## src/common/kms_defs.svh

```systemverilog
// constants of the key matrix scanner: register map, fields, reset values, timing
// Overview of operation
// - While the execution condition is off, no scan step runs and the row drive, the error flag and the key map bits that software does not clear hold.
// - While enabled, all 64 positions of the 8 by 8 matrix are sampled and recorded.
// - Row-select bits 0 to 7 are driven in ascending order, each for three executions.
// - At most one row-select bit is high at any time.
// - After row 7, bit 8 is driven for three executions as end-of-round, then row 0 follows.
// - A key is located from the active row index and the index of the column input that is high.
// - Keys 0-15, 16-31, 32-47 and 48-63 set bits 0-15 of key map words 0, 1, 2 and 3.
// - The matrix uses exactly eight column inputs and nine row-select outputs, bit 8 marking end-of-round.
// - With nine phases held three executions each, a key waits at most 25 executions for its row.
// - Scanning starts at row 0 on the first execution after run is first set following reset; setting run again resumes at the held phase.
// - The executing flag is high while the scanner runs and low in an interlocked section.
// - In an interlocked section no scan step runs.
// - The error flag rises when an indirect destination pointer is not BCD or runs past memory.
`ifndef KMS_DEFS_SVH
`define KMS_DEFS_SVH

// register byte offsets
`define KMS_OFS_CTRL 8'h00
`define KMS_OFS_STATUS 8'h04
`define KMS_OFS_MAP0 8'h08
`define KMS_OFS_MAP1 8'h0C
`define KMS_OFS_MAP2 8'h10
`define KMS_OFS_MAP3 8'h14
`define KMS_OFS_IRQ_STAT 8'h18
`define KMS_OFS_IRQ_MASK 8'h1C
`define KMS_OFS_DEST 8'h20

// control fields
`define KMS_CTRL_RUN 0
`define KMS_CTRL_ILOCK 1
`define KMS_CTRL_INDIR 2
`define KMS_CTRL_RST 3'h0

// status fields
`define KMS_ST_BUSY 0
`define KMS_ST_ERR 1
`define KMS_ST_PHASE_LO 8

// interrupt bits
`define KMS_IRQ_ROUND 0
`define KMS_IRQ_KEY 1
`define KMS_IRQ_ERR 2
`define KMS_IRQ_RST 3'h0

// destination pointer reset and highest data memory word (bcd digits as decimal)
`define KMS_DEST_RST 16'h0000
`define KMS_DM_LAST 9999

// timing in executions and matrix size
`define KMS_HOLD_EXECS 3
`define KMS_ROWS 8
`define KMS_COLS 8

`endif

```

## src/common/kms_pkg.sv

```systemverilog
// types of the key matrix scanner
package kms_pkg;

  typedef enum logic [3:0] {
    KMS_PH_ROW0 = 4'b0000,
    KMS_PH_ROW1 = 4'b0001,
    KMS_PH_ROW2 = 4'b0010,
    KMS_PH_ROW3 = 4'b0011,
    KMS_PH_ROW4 = 4'b0100,
    KMS_PH_ROW5 = 4'b0101,
    KMS_PH_ROW6 = 4'b0110,
    KMS_PH_ROW7 = 4'b0111,
    KMS_PH_EOR = 4'b1000
  } kms_phase_t;

  typedef struct packed {
    kms_phase_t phase;
    logic [1:0] hold;
    logic [8:0] row_sel;
    logic round_done;
  } kms_cnt_state_t;

  typedef struct packed {
    logic [7:0] col_s1;
    logic [7:0] col_s2;
    logic [63:0] key_map;
    logic [2:0] ctrl;
    logic [15:0] dest;
    logic [2:0] irq_stat;
    logic [2:0] irq_mask;
    logic err;
    logic [31:0] rdata;
  } kms_top_state_t;

endpackage : kms_pkg

```

## src/common/kms_phase_if.sv

```systemverilog
// link between the scanner core and its phase counter
`timescale 1ns/100ps
interface kms_phase_if;
  import kms_pkg::*;
  logic step;
  kms_phase_t phase;
  logic [8:0] row_sel;
  logic round_done;

  modport core (
    output step,
    input phase,
    input row_sel,
    input round_done
  );

  modport cnt (
    input step,
    output phase,
    output row_sel,
    output round_done
  );
endinterface : kms_phase_if

```

## src/rtl/kms_phase.sv

```systemverilog
// phase counter: row 0 to 7 and end-of-round, each held for a fixed number of executions
`timescale 1ns/100ps
`include "kms_defs.svh"
module kms_phase #(
  parameter int HOLD = `KMS_HOLD_EXECS
) (
  // clock and reset
  input wire logic clk_sys,
  input wire logic rst,
  // link to the core
  kms_phase_if.cnt pif
);
  import kms_pkg::*;

  generate
    if (HOLD < 1 || HOLD > 4) begin : g_bad_hold
      $error("kms_phase: HOLD must lie in 1..4");
    end
  endgenerate

  localparam logic [1:0] HOLD_LAST = 2'(HOLD - 1);

  kms_cnt_state_t s_q;
  kms_cnt_state_t s_d;

  function automatic kms_phase_t next_phase(input kms_phase_t p);
    kms_phase_t n;
    n = KMS_PH_ROW0;
    case (p)
      KMS_PH_EOR: n = KMS_PH_ROW0;
      default: n = kms_phase_t'(4'(p) + 4'h1);
    endcase
    return n;
  endfunction : next_phase

  always_comb begin
    s_d = s_q;
    s_d.round_done = 1'b0;
    if (pif.step) begin
      if (s_q.hold == HOLD_LAST) begin
        s_d.hold = 2'h0;
        s_d.phase = next_phase(s_q.phase);
        s_d.row_sel = 9'h001 << 4'(s_d.phase);
        s_d.round_done = (s_q.phase == KMS_PH_EOR);
      end else begin
        s_d.hold = s_q.hold + 2'h1;
      end
    end
  end

  always_ff @(posedge clk_sys) begin
    if (rst) begin
      s_q.phase <= KMS_PH_ROW0;
      s_q.hold <= 2'h0;
      s_q.row_sel <= 9'h001;
      s_q.round_done <= 1'b0;
    end else begin
      s_q <= s_d;
    end
  end

  assign pif.phase = s_q.phase;
  assign pif.row_sel = s_q.row_sel;
  assign pif.round_done = s_q.round_done;

endmodule : kms_phase

```

## src/rtl/kms_top.sv

```systemverilog
// key matrix scanner: row drive, column sampling, key map, registers and interrupt
//
// Design decisions made here: the register addresses and the strobed register port.
`timescale 1ns/100ps
`include "kms_defs.svh"
module kms_top #(
  parameter int ROWS = `KMS_ROWS,
  parameter int COLS = `KMS_COLS,
  parameter int HOLD = `KMS_HOLD_EXECS,
  parameter int DM_LAST = `KMS_DM_LAST
) (
  // clock and reset
  input wire logic clk_sys,
  input wire logic rst,
  // register port
  input wire logic [7:0] reg_addr,
  input wire logic [31:0] reg_wdata,
  input wire logic reg_wr,
  input wire logic reg_rd,
  output logic [31:0] reg_rdata,
  // controller execution
  input wire logic scan_tick,
  // matrix pins
  input wire logic [7:0] column_input_word,
  output logic [8:0] row_select_word,
  // flags
  output logic exec_flag,
  output logic error_flag,
  output logic irq
);
  import kms_pkg::*;

  // ****************************************
  // parameter checks
  // ****************************************

  generate
    if (ROWS != 8 || COLS != 8) begin : g_bad_size
      $error("kms_top: the matrix is fixed at 8 rows by 8 columns");
    end
    if (DM_LAST < 3 || DM_LAST > 9999) begin : g_bad_dm
      $error("kms_top: DM_LAST must lie in 3..9999");
    end
  endgenerate

  localparam logic [15:0] DM_TOP = 16'(DM_LAST - 3);

  // ****************************************
  // state and phase counter
  // ****************************************

  kms_top_state_t s_q;
  kms_top_state_t s_d;

  kms_phase_if pif ();

  kms_phase #(
    .HOLD(HOLD)
  ) u_phase (
    .clk_sys(clk_sys),
    .rst(rst),
    .pif(pif)
  );

  // ****************************************
  // helpers
  // ****************************************

  // write-one-to-clear with hardware set winning
  function automatic logic [15:0] w1c(
    input logic [15:0] cur,
    input logic [15:0] clr,
    input logic [15:0] set
  );
    return (cur & ~clr) | set;
  endfunction : w1c

  // true when all four nibbles are decimal digits
  function automatic logic bcd_ok(input logic [15:0] v);
    logic ok;
    ok = 1'b1;
    for (int i = 0; i < 4; i++) begin
      if (v[i*4 +: 4] > 4'h9) begin
        ok = 1'b0;
      end
    end
    return ok;
  endfunction : bcd_ok

  // binary value of a four digit bcd word
  function automatic logic [15:0] bcd_val(input logic [15:0] v);
    logic [15:0] acc;
    acc = 16'h0000;
    for (int i = 3; i >= 0; i--) begin
      acc = 16'(acc * 16'h000A) + {12'h000, v[i*4 +: 4]};
    end
    return acc;
  endfunction : bcd_val

  // ****************************************
  // execution control
  // ****************************************

  logic run;
  logic ilock;
  logic indir;
  logic ptr_bad;
  logic active;
  logic step;
  logic err_ev;
  logic key_ev;
  logic [63:0] key_set;
  logic [2:0] irq_set;
  logic [3:0] row_idx;

  always_comb begin
    run = s_q.ctrl[`KMS_CTRL_RUN];
    ilock = s_q.ctrl[`KMS_CTRL_ILOCK];
    indir = s_q.ctrl[`KMS_CTRL_INDIR];
    // pointer must be bcd and leave room for four words
    ptr_bad = indir && (!bcd_ok(s_q.dest) || (bcd_val(s_q.dest) > DM_TOP));
    active = run && !ilock;
    step = scan_tick && active && !ptr_bad;
    err_ev = scan_tick && active && ptr_bad;
  end

  assign pif.step = step;

  // ****************************************
  // key detection
  // ****************************************

  always_comb begin
    key_set = 64'h0;
    row_idx = 4'(pif.phase);
    // sample only while a row, not end-of-round, is driven
    if (step && pif.phase != KMS_PH_EOR && pif.row_sel[row_idx]) begin
      for (int c = 0; c < 8; c++) begin
        if (s_q.col_s2[c]) begin
          key_set[{row_idx[2:0], 3'(c)}] = 1'b1;
        end
      end
    end
    key_ev = |key_set;
    irq_set = 3'h0;
    irq_set[`KMS_IRQ_ROUND] = pif.round_done;
    irq_set[`KMS_IRQ_KEY] = key_ev;
    irq_set[`KMS_IRQ_ERR] = err_ev;
  end

  // ****************************************
  // register writes and state update
  // ****************************************

  logic [15:0] clr16;
  logic [15:0] clr_w;
  logic [15:0] clr_i;
  logic [15:0] nxt_i;

  always_comb begin
    s_d = s_q;
    clr16 = reg_wdata[15:0];
    clr_w = 16'h0000;
    clr_i = 16'h0000;
    nxt_i = 16'h0000;
    s_d.col_s1 = column_input_word;
    s_d.col_s2 = s_q.col_s1;
    s_d.rdata = 32'h0000_0000;

    // key map, sticky until software clears a bit
    for (int w = 0; w < 4; w++) begin
      clr_w = 16'h0000;
      if (reg_wr && reg_addr == 8'(`KMS_OFS_MAP0 + 8'(w * 4))) begin
        clr_w = clr16;
      end
      s_d.key_map[w*16 +: 16] = w1c(s_q.key_map[w*16 +: 16], clr_w, key_set[w*16 +: 16]);
    end

    // error flag follows each execution attempt
    if (scan_tick && active) begin
      s_d.err = ptr_bad;
    end

    // interrupt status
    begin
      clr_i = 16'h0000;
      if (reg_wr && reg_addr == `KMS_OFS_IRQ_STAT) begin
        clr_i = clr16;
      end
      nxt_i = w1c({13'h0000, s_q.irq_stat}, clr_i, {13'h0000, irq_set});
      s_d.irq_stat = nxt_i[2:0];
    end

    // plain writes
    if (reg_wr) begin
      if (reg_addr == `KMS_OFS_CTRL) begin
        s_d.ctrl = reg_wdata[2:0];
      end else if (reg_addr == `KMS_OFS_IRQ_MASK) begin
        s_d.irq_mask = reg_wdata[2:0];
      end else if (reg_addr == `KMS_OFS_DEST) begin
        s_d.dest = reg_wdata[15:0];
      end
    end

    // read data, valid in the cycle after the strobe only
    if (reg_rd) begin
      if (reg_addr == `KMS_OFS_CTRL) begin
        s_d.rdata = {29'h0, s_q.ctrl};
      end else if (reg_addr == `KMS_OFS_STATUS) begin
        s_d.rdata = 32'h0;
        s_d.rdata[`KMS_ST_BUSY] = active;
        s_d.rdata[`KMS_ST_ERR] = s_q.err;
        s_d.rdata[`KMS_ST_PHASE_LO +: 4] = pif.phase;
      end else if (reg_addr == `KMS_OFS_MAP0) begin
        s_d.rdata = {16'h0, s_q.key_map[15:0]};
      end else if (reg_addr == `KMS_OFS_MAP1) begin
        s_d.rdata = {16'h0, s_q.key_map[31:16]};
      end else if (reg_addr == `KMS_OFS_MAP2) begin
        s_d.rdata = {16'h0, s_q.key_map[47:32]};
      end else if (reg_addr == `KMS_OFS_MAP3) begin
        s_d.rdata = {16'h0, s_q.key_map[63:48]};
      end else if (reg_addr == `KMS_OFS_IRQ_STAT) begin
        s_d.rdata = {29'h0, s_q.irq_stat};
      end else if (reg_addr == `KMS_OFS_IRQ_MASK) begin
        s_d.rdata = {29'h0, s_q.irq_mask};
      end else if (reg_addr == `KMS_OFS_DEST) begin
        s_d.rdata = {16'h0, s_q.dest};
      end else begin
        // unmapped addresses read as zero
        s_d.rdata = 32'h0000_0000;
      end
    end
  end

  always_ff @(posedge clk_sys) begin
    if (rst) begin
      s_q.col_s1 <= 8'h00;
      s_q.col_s2 <= 8'h00;
      s_q.key_map <= 64'h0;
      s_q.ctrl <= `KMS_CTRL_RST;
      s_q.dest <= `KMS_DEST_RST;
      s_q.irq_stat <= `KMS_IRQ_RST;
      s_q.irq_mask <= `KMS_IRQ_RST;
      s_q.err <= 1'b0;
      s_q.rdata <= 32'h0000_0000;
    end else begin
      s_q <= s_d;
    end
  end

  // ****************************************
  // outputs
  // ****************************************

  assign reg_rdata = s_q.rdata;
  assign row_select_word = pif.row_sel;
  assign exec_flag = active;
  assign error_flag = s_q.err;
  assign irq = |(s_q.irq_stat & s_q.irq_mask);

endmodule : kms_top

```

## config.mk

```make
export PLATFORM = sky130hd
export DESIGN_NAME = kms_top
export DESIGN_NICKNAME = d
export VERILOG_FILES = /design/src/common/kms_pkg.sv /design/src/common/kms_phase_if.sv /design/src/rtl/kms_phase.sv /design/src/rtl/kms_top.sv
export VERILOG_INCLUDE_DIRS = /design/src /design/src/common
export SDC_FILE = /design/constraint.sdc
export NUM_CORES = 1
export LEC_CHECK = 0
export BUFFER_PORTS_ARGS = -buffer_cell sky130_fd_sc_hd__buf_2
export CORE_AREA = 3 3 214 153
export DETAILED_ROUTE_END_ITERATION = 10
export DIE_AREA = 0 0 217 156
export SLEW_MARGIN = 25
export SYNTH_ARGS = -nofsm -noshare
export SYNTH_HDL_FRONTEND = slang
export SYNTH_SLANG_ARGS = --single-unit
```

## constraint.sdc

```tcl
create_clock -name clk_sys -period 8 [get_ports clk_sys]
set_clock_uncertainty 0.1 [all_clocks]
set_input_delay 0.4 -clock clk_sys [delete_from_list [all_inputs] [get_ports clk_sys]]
set_output_delay 0.4 -clock clk_sys [all_outputs]
set_load 0.02 [all_outputs]
```

# Yosys cells after proc, flatten, opt, wreduce, memory -nomap -nowiden
# Cells that the tools add are included.
# totals
output_inout_bits	44
register_bits	154
# classes
eq_ne	11
n_bitwise	28
n_shift	1
multipliers	3
reduce_logical	36
magnitude_cmp	22
add_sub_neg	5
muxes	56
# ops
op	count
2-to-1 mux 64 bit	15
2-to-1 mux 16 bit	11
AND 16 bit	4
NOT 16 bit	4
bitwise OR 16 bit	4
bitwise OR 64 x 58 -> 64 bit	1
bitwise OR 64 x 59 -> 64 bit	1
bitwise OR 64 x 60 -> 64 bit	1
bitwise OR 64 x 61 -> 64 bit	1
bitwise OR 64 x 62 -> 64 bit	1
bitwise OR 64 x 63 -> 64 bit	1
bitwise OR 64 bit	1
OR reduction 64 bit	1
2-to-1 mux 57 bit	1
less-than comparator 6 x 7 -> 1 bit (second input constant)	8
>= comparator 6 x 1 -> 1 bit (second input constant)	8
== test 8 x 5 -> 1 bit (second input constant)	4
demux 1 bit (select 3 bit)	8
logical AND 1 bit	20
adder 16 x 4 -> 16 bit	1
== test 8 x 4 -> 1 bit (second input constant)	2
greater-than comparator 16 x 14 -> 1 bit (second input constant)	1
greater-than comparator 4 bit (second input constant)	4
multiplier 14 x 3 -> 15 bit (second input constant)	1
other kinds (33)	58

# Logic depth before layout (Yosys ltp)
# Gate-level depths: netlist of the first run.
# depth
depth_word	37
mapped_depth	31
depth_no_buf	29

# Hierarchy
# Synthesis of the first run repeated with hierarchy kept, for this count alone.
# hier_totals
cells_unflattened	1165
area_unflattened_um2	9047.4
# by_module_without_submodules
module	cells_each	area_each_um2	instances
kms_top	1056	8111.5	1
kms_phase	109	935.9	1

# Worst setup path before layout of the first run
# OpenSTA, ideal clock, no wires.
# synth_timing
path_kind	register to register
startpoint	reg s_q[54] (netlist bit)
endpoint	reg u_phase.pif.row_sel[3] (netlist name)
required_ns	7.777
arrival_time_ns	6.666
n_path_buf	1
path_slack_ns	1.111
period_less_slack_ns	6.889
stages_incl_launch_ff	28
setup_time_ns	0.123
path_cell_list	dfxtp_1 > ha_1 > ha_1 > inv_1 > fa_1 > and3b_1 > a32o_1 > xnor2_1 > ha_1 > ha_1 > a211oi_1 > nor2_1 > xor2_1 > nand2_1 > nor2_1 > xor2_1 > ha_1 > ha_1 > inv_1 > or4_1 > o311a_1 > nor4_2 > a31oi_1 > or4_4 > o32ai_4 > nand2_2 > buf_6 > mux2_1
# synth_via
elab_chain_len	12
word_cells_on_any_way	15
# synth_rtl
element	line	text
start, declared	kms_top.sv:52	kms_top_state_t s_q;
multiplier 4 x 3 -> 7 bit	kms_top.sv:95	acc = 16'(acc * 16'h000A) + {12'h000, v[i*4 +: 4]};
adder 8 x 4 -> 9 bit	kms_top.sv:95	
multiplier 9 x 3 -> 12 bit	kms_top.sv:95	
adder 13 x 4 -> 14 bit	kms_top.sv:95	
multiplier 14 x 3 -> 15 bit	kms_top.sv:95	
adder 16 x 4 -> 16 bit	kms_top.sv:95	
greater-than comparator 16 x 14 -> 1 bit	kms_top.sv:121	ptr_bad = indir && (!bcd_ok(s_q.dest) || (bcd_val(s_q.dest) > DM_TOP));
logical OR 1 bit *	kms_top.sv:121	
logical AND 1 bit *	kms_top.sv:121	
logical NOT 1 bit *	kms_top.sv:123	step = scan_tick && active && !ptr_bad;
logical AND 1 bit *	kms_top.sv:123	
AND reduction 2 bit (no line) *	-	
# Every way passes the cells marked *; elsewhere a longest branch is shown, timed or not.
# A chain may end at the register's enable or synchronous reset.

# Worst setup path in the final report of the first run
# layout_timing
startpoint	reg s_q[52] (netlist bit)
endpoint	reg s_q[112] (netlist bit)
# layout_via
elab_chain_len	15
word_cells_on_any_way	18
# layout_rtl
element	line	text
multiplier 4 x 3 -> 7 bit	kms_top.sv:95	
adder 8 x 4 -> 9 bit	kms_top.sv:95	
multiplier 9 x 3 -> 12 bit	kms_top.sv:95	
adder 13 x 4 -> 14 bit	kms_top.sv:95	
multiplier 14 x 3 -> 15 bit	kms_top.sv:95	
adder 16 x 4 -> 16 bit	kms_top.sv:95	
greater-than comparator 16 x 14 -> 1 bit	kms_top.sv:121	
logical OR 1 bit *	kms_top.sv:121	
logical AND 1 bit *	kms_top.sv:121	
logical NOT 1 bit *	kms_top.sv:123	
logical AND 1 bit *	kms_top.sv:123	
logical AND 1 bit * (2 in a row)	kms_top.sv:137	if (step && pif.phase != KMS_PH_EOR && pif.row_sel[row_idx]) begin
2-to-1 mux 64 bit *	kms_top.sv:137	
bitwise OR 16 bit *	kms_top.sv:75	return (cur & ~clr) | set;
# Marked as above.

==> summary.txt, run 1 <==
===============================================================================================
Largest net degree at the start of global routing                                            78
Library cell appearing most often on the critical path                                     ha_1
Clock Power Share                                                                         55.5%
1st-pass router iterations                                                                    7
Initial antenna violation count                                                               1
Wire length of the first global-routing pass                                           40.78 mm
Async SR Flop Fraction                                                                       0%
Synth warnings                                                                                0
Number of placement rows                                                                     54
Relative slew slack                                                                      27.74%
Master of the slowest instance on the critical path                                        fa_1
Net switching power                                                                   0.3598 mW
TritonCTS clock tree                                                                      built
Kind of critical path                                                                   reg2reg
Result of the run                                                                  finished clean
Cell Int Power                                                                         1.342 mW
Hold violation count in the final report                                                      0
Die width                                                                                217 um
Count of cells along the worst hold path                                                      2
Setup TNS after final layout                                                               0 ns
Detail Route Antenna Nets                                                                     0
Portion of the post-synthesis area used by sequential elements                           32.15%
Core region area                                                                      30940 um2
Crit path launch type                                                                  register
Power share of the sequential group                                                       40.9%
Actual slew at the worst max-slew pin                                                  1.083 ns
Io pins                                                                                      97
Setup-violating endpoint count in the final report                                            0
Stage delay of the slowest cell on the critical path                                    0.54 ns
Switching share of power                                                                 21.14%
Total wire length after detailed routing                                               25.82 mm
Commonest cells after routing, fill and taps aside                                 184 x nand2_1, 137 x dfxtp_1, 95 x a21oi_1
Path category of the worst min-delay check                                               in2reg
Placed wire-length estimate                                                            18.40 mm
Ys flop type                                                                            dfxtp_1
Maximum frequency from static timing analysis                                        0.1330 GHz
Leakage power                                                                          3.749 nW
Drt wl/cell                                                                            17.03 um
Final count of pins violating max slew                                                        0
Post-synthesis sequential element count                                                     138
GRT Total Usage                                                                          15.04%
Yosys cell types                                                                             79
Area of the die                                                                       33850 um2
Number of vias per cell after detailed routing                                            5.175
Final Wtd Congestion                                                                     0.8559
TritonCTS Buffers                                                                            17
Detailed Route Iter0 Violations                                                             831
Final worst-path cycle share                                                             94.01%
Share of the synthesized area in the top cell type                                       32.15%
Clock input transition at the sequential cells of the worst setup and hold paths        0.06 ns
Synthesized area per cell                                                             8.030 um2
Total number of vias                                                                       7845
Post-route minimum period                                                              7.521 ns
Number of maximum-capacitance violations                                                      0
Port buffer count                                                                            64
Max H-tree Level                                                                              4
Aggregate global routing overflow                                                             0
Number of enable-type register cells in the synthesized netlist                               0
Length in cells of the worst reg-to-reg path                                                 28
Worst vdd rail ir drop                                                                0.1057 mV
Area growth syn-to-layout                                                                13.85%
Nets                                                                                       1195
Number of global-route vias before repair                                                  7410
Highest fanout seen on the critical path                                                     23
Endpoint required time on the critical path                                             8.25 ns
Synth Cell Area                                                                        8592 um2
Unrepaired setup endpoints after global routing                                           false
Most frequent standard cell in the layout excluding fill and tap cells                  nand2_1
Fraction of final layout cells with drive strength greater than 1                        12.68%
Number of buffers on the longest clock path                                                   2
Cell type with the largest total area after synthesis                                   dfxtp_1
Worst-Skew Late Latency                                                                 0.43 ns
Relative contribution of combinational cells to total power                                3.7%
Crit path DAT                                                                           7.77 ns
Main area contributors after synthesis                                             dfxtp_1 32%, nand2_1 8.0%, ha_1 7.6%
Power per cell area                                                                174.0 nW/um2
Post-layout total power                                                                1.702 mW
Sinks on Clock Net                                                                          138
Critical Path End Type                                                                 register
Clock Root Buffer                                                                     clkbuf_16
DRC violation count after routing                                                             0
Number of antenna repair diodes                                                               0
Initial standard-cell utilization of the core                                            27.77%
Gate count of the mapped netlist                                                           1070
Die boundary height                                                                      156 um
===============================================================================================
==> area by class of cell <==
type                       count  area, um2
fill                        3307      21160
multi-input combinational    817       5231
sequential                   138       2764
tap                          420      525.5
clock buffer                  20      456.7
timing repair buffer          79      447.9
clock inverter                11      240.2
inverter                      31      116.4
==> timing repair <==
action                                 CTS  global route
endpoints found under the hold margin    0             0
buffers inserted                         0             1
setup endpoints to repair                0            32
hold buffers                             0             0
gates resized for setup                  0             4
==> metrics by stage <==
stage | setup slack (ns) | util [%] | cell area (um2) | instances | hold slack, ns
2_1_floorplan | 1.111 | - | 8652 | 1086 | 0.3130
6_report | 0.4793 | 31.61 | 9782 | 1516 | 0.08298
3_3_place_gp | 0.4444 | 29.27 | 9059 | 1484 | 0.3282
3_5_place_dp | 0.3478 | 29.27 | 9059 | 1484 | 0.3266
5_1_grt | 0.01745 | 31.61 | 9782 | 1516 | 0.07699
4_1_cts | 0.2818 | 31.53 | 9756 | 1515 | 0.07170
==> kinds of logic (layout without fill, tap and decap cells) <==
| group | Yosys count | after routing | share of synthesized area (%) |
|---|---|---|---|
| muxes | 17 | 17 | 2.097 |
| xor gates and xnor gates | 32 | 32 | 3.349 |
| adders and majority gates | 58 | 58 | 8.970 |
| AOI/OAI and AO/OA | 263 | 263 | 20.13 |
| and+or+nand+nor | 430 | 430 | 25.29 |
| DFF | 138 | 138 | 32.15 |
| other | 1 | 17 | 0.04365 |
| buffers and inverters | 131 | 141 | 7.966 |
==> final timing paths <==
path / start / to / slack, ns
setup / recovery: s_q[52] / s_q[112] / 0.48
hold / removal: column_input_word[1] / s_d[123] / 0.08
setup reg to reg: s_q[52] / s_q[112] / 0.48
hold reg to reg: s_d[124] / s_q[124] / 0.34
==> layer usage <==
metal  track usage (%)  vias to the layer above  wire [um]
met4             3.973                        2        316
li1                  -                     3811          -
met1             22.46                     3741      12940
met2             21.21                      264      10450
met3             3.893                       27       2097
met5                 0                        -         10
==> sequential cells by signal, indices dropped and copies added (netlist names) <==
name and flops:
error_flag 1, ilock 1, indir 1, reg_rdata 16, run 1, s_d 8, s_q 94, u_phase.pif.phase 4
u_phase.pif.round_done 1, u_phase.pif.row_sel 9, u_phase.s_q 2
==> synthesized netlist by cell type, types with 14 or more instances <==
library cell	number
nand2_1	184
dfxtp_1	138
a21oi_1	95
nor2_1	53
ha_1	52
clkbuf_1	50
buf_4	43
nor2b_1	34
inv_1	30
nand4_1	30
o22ai_1	26
a22oi_1	25
xnor2_1	24
nor3_1	23
o21ai_0	22
nand3_1	19
nand2b_1	18
a31oi_1	14
==> power by group through the flow <==
stage	combinational [mW]	clock, mW	sequential (mW)
2_1_floorplan	0.0450	0	0.708
3_3_place_gp	0.0615	0	0.710
3_5_place_dp	0.0620	0	0.710
4_1_cts	0.0623	0.957	0.695
5_1_grt	0.0689	0.986	0.696
6_report	0.0629	0.944	0.695
==> critical path, delay by kind of cell (launching register included) <==
family	cells	cell delay, ns
adder cells (fa/ha/maj)	7	2.16
AND/OR/NAND/NOR	8	2.15
AO/OA/AOI/OAI	6	1.33
XOR/XNOR	3	0.68
buffers and inverters	4	0.61
flip-flops	1	0.38
Note: power is estimated with default switching activity, not from simulation.
==> run 2: changes to the inputs <==
--- a/config.mk
+++ b/config.mk
@@ -10,6 +10,7 @@
 export CORE_AREA = 3 3 214 153
 export DETAILED_ROUTE_END_ITERATION = 10
 export DIE_AREA = 0 0 217 156
+export PLACE_DENSITY_LB_ADDON = 0.15
 export SLEW_MARGIN = 25
 export SYNTH_ARGS = -nofsm -noshare
 export SYNTH_HDL_FRONTEND = slang
==> run 2 against run 1 <==
  * Fmax fell by 0.11%
  * Flip-flop and latch count stayed put
  * Setup slack worse by 0.0082 ns
  * Final area shrank 0.49%
  * Sequential power about the same
  * Critical path depth did not move
  * Register-to-register slack is essentially flat
  * Via count shrank 2.2%
  * Sequential share of layout area is 0.13 points higher
  * Highest routed layer is now met4
==> summary.txt, run 2 (same netlist as run 1, synthesis figures left out) <==
===============================================================================================
Number of placement rows                                                                     54
Total number of vias                                                                       7670
Fraction of final layout cells with drive strength greater than 1                        13.12%
Wire length of the first global-routing pass                                           41.90 mm
Number of vias per cell after detailed routing                                            5.030
Total wire length after detailed routing                                               27.19 mm
Sinks on Clock Net                                                                          138
TritonCTS Buffers                                                                            17
Post-layout total power                                                                1.569 mW
Power share of the sequential group                                                       44.3%
Worst reg2reg path startpoint                                                           s_q[54]
Most heavily used metal layer in global routing                                            met1
Core region area                                                                      30940 um2
Initial standard-cell utilization of the core                                            27.77%
Max H-tree Level                                                                              4
Detail Route Antenna Nets                                                                     0
Number of antenna repair diodes                                                               0
DRC violation count after routing                                                             0
Leakage power                                                                          3.741 nW
Die width                                                                                217 um
Setup TNS after final layout                                                               0 ns
Placed wire-length estimate                                                            19.41 mm
Internal reg-to-reg setup slack                                                         0.47 ns
Master of the slowest instance on the critical path                                        fa_1
Drt wl/cell                                                                            17.83 um
Result of the run                                                                  finished clean
Relative contribution of combinational cells to total power                                4.1%
Stage delay of the slowest cell on the critical path                                    0.56 ns
Endpoint required time on the critical path                                             8.25 ns
Initial antenna violation count                                                               1
Crit path DAT                                                                           7.78 ns
Switching share of power                                                                 24.86%
Length in cells of the worst reg-to-reg path                                                 28
Detailed Route Iter0 Violations                                                             587
Critical Path End Type                                                                 register
Io pins                                                                                      97
Biggest register                                                                            s_q
Final count of pins violating max slew                                                        0
Area growth syn-to-layout                                                                13.30%
Number of global-route vias before repair                                                  7142
Post-Place Cells                                                                           1492
Final worst-path cycle share                                                             94.11%
Actual slew at the worst max-slew pin                                                  1.030 ns
Nets                                                                                       1203
Port buffer count                                                                            64
Commonest cells after routing, fill and taps aside                                 184 x nand2_1, 138 x dfxtp_1, 95 x a21oi_1
Worst vdd rail ir drop                                                                0.1150 mV
Hold violation count in the final report                                                      0
Path category of the worst min-delay check                                               in2reg
Capturing instance or port of the critical path                                         s_q[78]
Setup-violating endpoint count in the final report                                            0
Max reg flops                                                                                94
Power per cell area                                                                161.2 nW/um2
Post-route minimum period                                                              7.529 ns
Met3 usage                                                                               3.193%
Global-route met1 utilization                                                            24.67%
Area of the die                                                                       33850 um2
Clock Root Buffer                                                                     clkbuf_16
Final Instance Count excl. Fillers                                                         1525
Relative slew slack                                                                      30.83%
Aggregate global routing overflow                                                             0
Library cell appearing most often on the critical path                                     ha_1
Number of buffers on the longest clock path                                                   2
GRT Total Usage                                                                          15.82%
Hold_buf cts                                                                                  0
Die boundary height                                                                      156 um
Clock input transition at the sequential cells of the worst setup and hold paths        0.06 ns
Highest fanout seen on the critical path                                                      8
Capture point of the worst reg-to-reg path                                              s_q[78]
Most frequent standard cell in the layout excluding fill and tap cells                  nand2_1
Worst-Skew Late Latency                                                                 0.44 ns
Met2 layer usage reported by global route                                                22.25%
Clock Power Share                                                                         51.6%
Net switching power                                                                   0.3900 mW
TritonCTS clock tree                                                                      built
Cell Int Power                                                                         1.179 mW
Source of the critical timing path                                                      s_q[54]
Largest net degree at the start of global routing                                            81
Maximum frequency from static timing analysis                                        0.1328 GHz
Crit path launch type                                                                  register
Unrepaired setup endpoints after global routing                                           false
Kind of critical path                                                                   reg2reg
Final Wtd Congestion                                                                     0.7777
Number of maximum-capacitance violations                                                      0
1st-pass router iterations                                                                    7
===============================================================================================
run 2: changes by cell type in the layout (fill, tap and decap cells not counted), sizes merged:
cell / delta
clkinvlp: +4
bufinv: -5
clkinv: +1
inv: +2
buf: +8
clkbuf: -1
run 2: area by class of cell:
| class | instances | area, um2 |
|---|---|---|
| clock buffer | 19 | 442.9 |
| multi-input combinational | 817 | 5224 |
| sequential | 138 | 2763 |
| inverter | 31 | 116.4 |
| tap | 420 | 525.5 |
| fill | 3342 | 21210 |
| clock inverter | 13 | 142.6 |
| timing repair buffer | 87 | 520.5 |
run 2: worst min-delay path by stage:
| stage | start | to | slack [ns] | depth (start not counted) |
|---|---|---|---|---|
| 3_3_place_gp | s_d[123] | s_q[123] | 0.32 | 1 |
| 5_1_grt | column_input_word[3] | s_d[125] | 0.06 | 2 |
| 3_5_place_dp | s_d[123] | s_q[123] | 0.33 | 1 |
| 6_report | column_input_word[3] | s_d[125] | 0.07 | 2 |
| 2_1_floorplan | u_phase.pif.round_done | s_q[36] | 0.31 | 2 |
| 4_1_cts | column_input_word[3] | s_d[125] | 0.06 | 2 |
run 2: power by group through the flow:
stage                     sequential, mW  clock, mW  combinational [mW]
after floorplan                    0.708          0              0.0450
after global placement             0.711          0              0.0650
after detailed placement           0.710          0              0.0644
after CTS                          0.695      0.822              0.0645
after global routing               0.695      0.853              0.0705
final                              0.695      0.809              0.0648
run 2: worst max-delay path, delay by kind of cell, from the launching register on:
family	cells	cell delay, ns
adders and majority gates	7	2.17
buffers and inverters	4	0.45
and+or+nand+nor	8	2.24
DFF	1	0.32
AOI/OAI and AO/OA	6	1.47
xor gates and xnor gates	3	0.66
run 2: metal layers:
metal,share of wire (%),vias up
li1,-,3826
met1,54,3636
met2,40,194
met3,4.9,14
met4,0.71,0
met5,0,-
run 2: repair_timing:
| item | in CTS | in global routing |
|---|---|---|
| resized for setup | 0 | 2 |
| buffers inserted | 0 | 1 |
| setup endpoints to repair | 0 | 43 |
run 2: stage by stage:
| stage | hold slack, ns | setup WS (ns) | util, % | instance area (um2) |
|---|---|---|---|---|
| finish | 0.07264 | 0.4712 | 31.46 | 9734 |
| global route | 0.06124 | 0.002226 | 31.46 | 9734 |
| floorplan | 0.3130 | 1.111 | - | 8652 |
| detailed placement | 0.3269 | 0.4341 | 29.47 | 9119 |
| CTS | 0.05633 | 0.3815 | 31.36 | 9704 |
| global placement | 0.3225 | 0.4063 | 29.47 | 9119 |
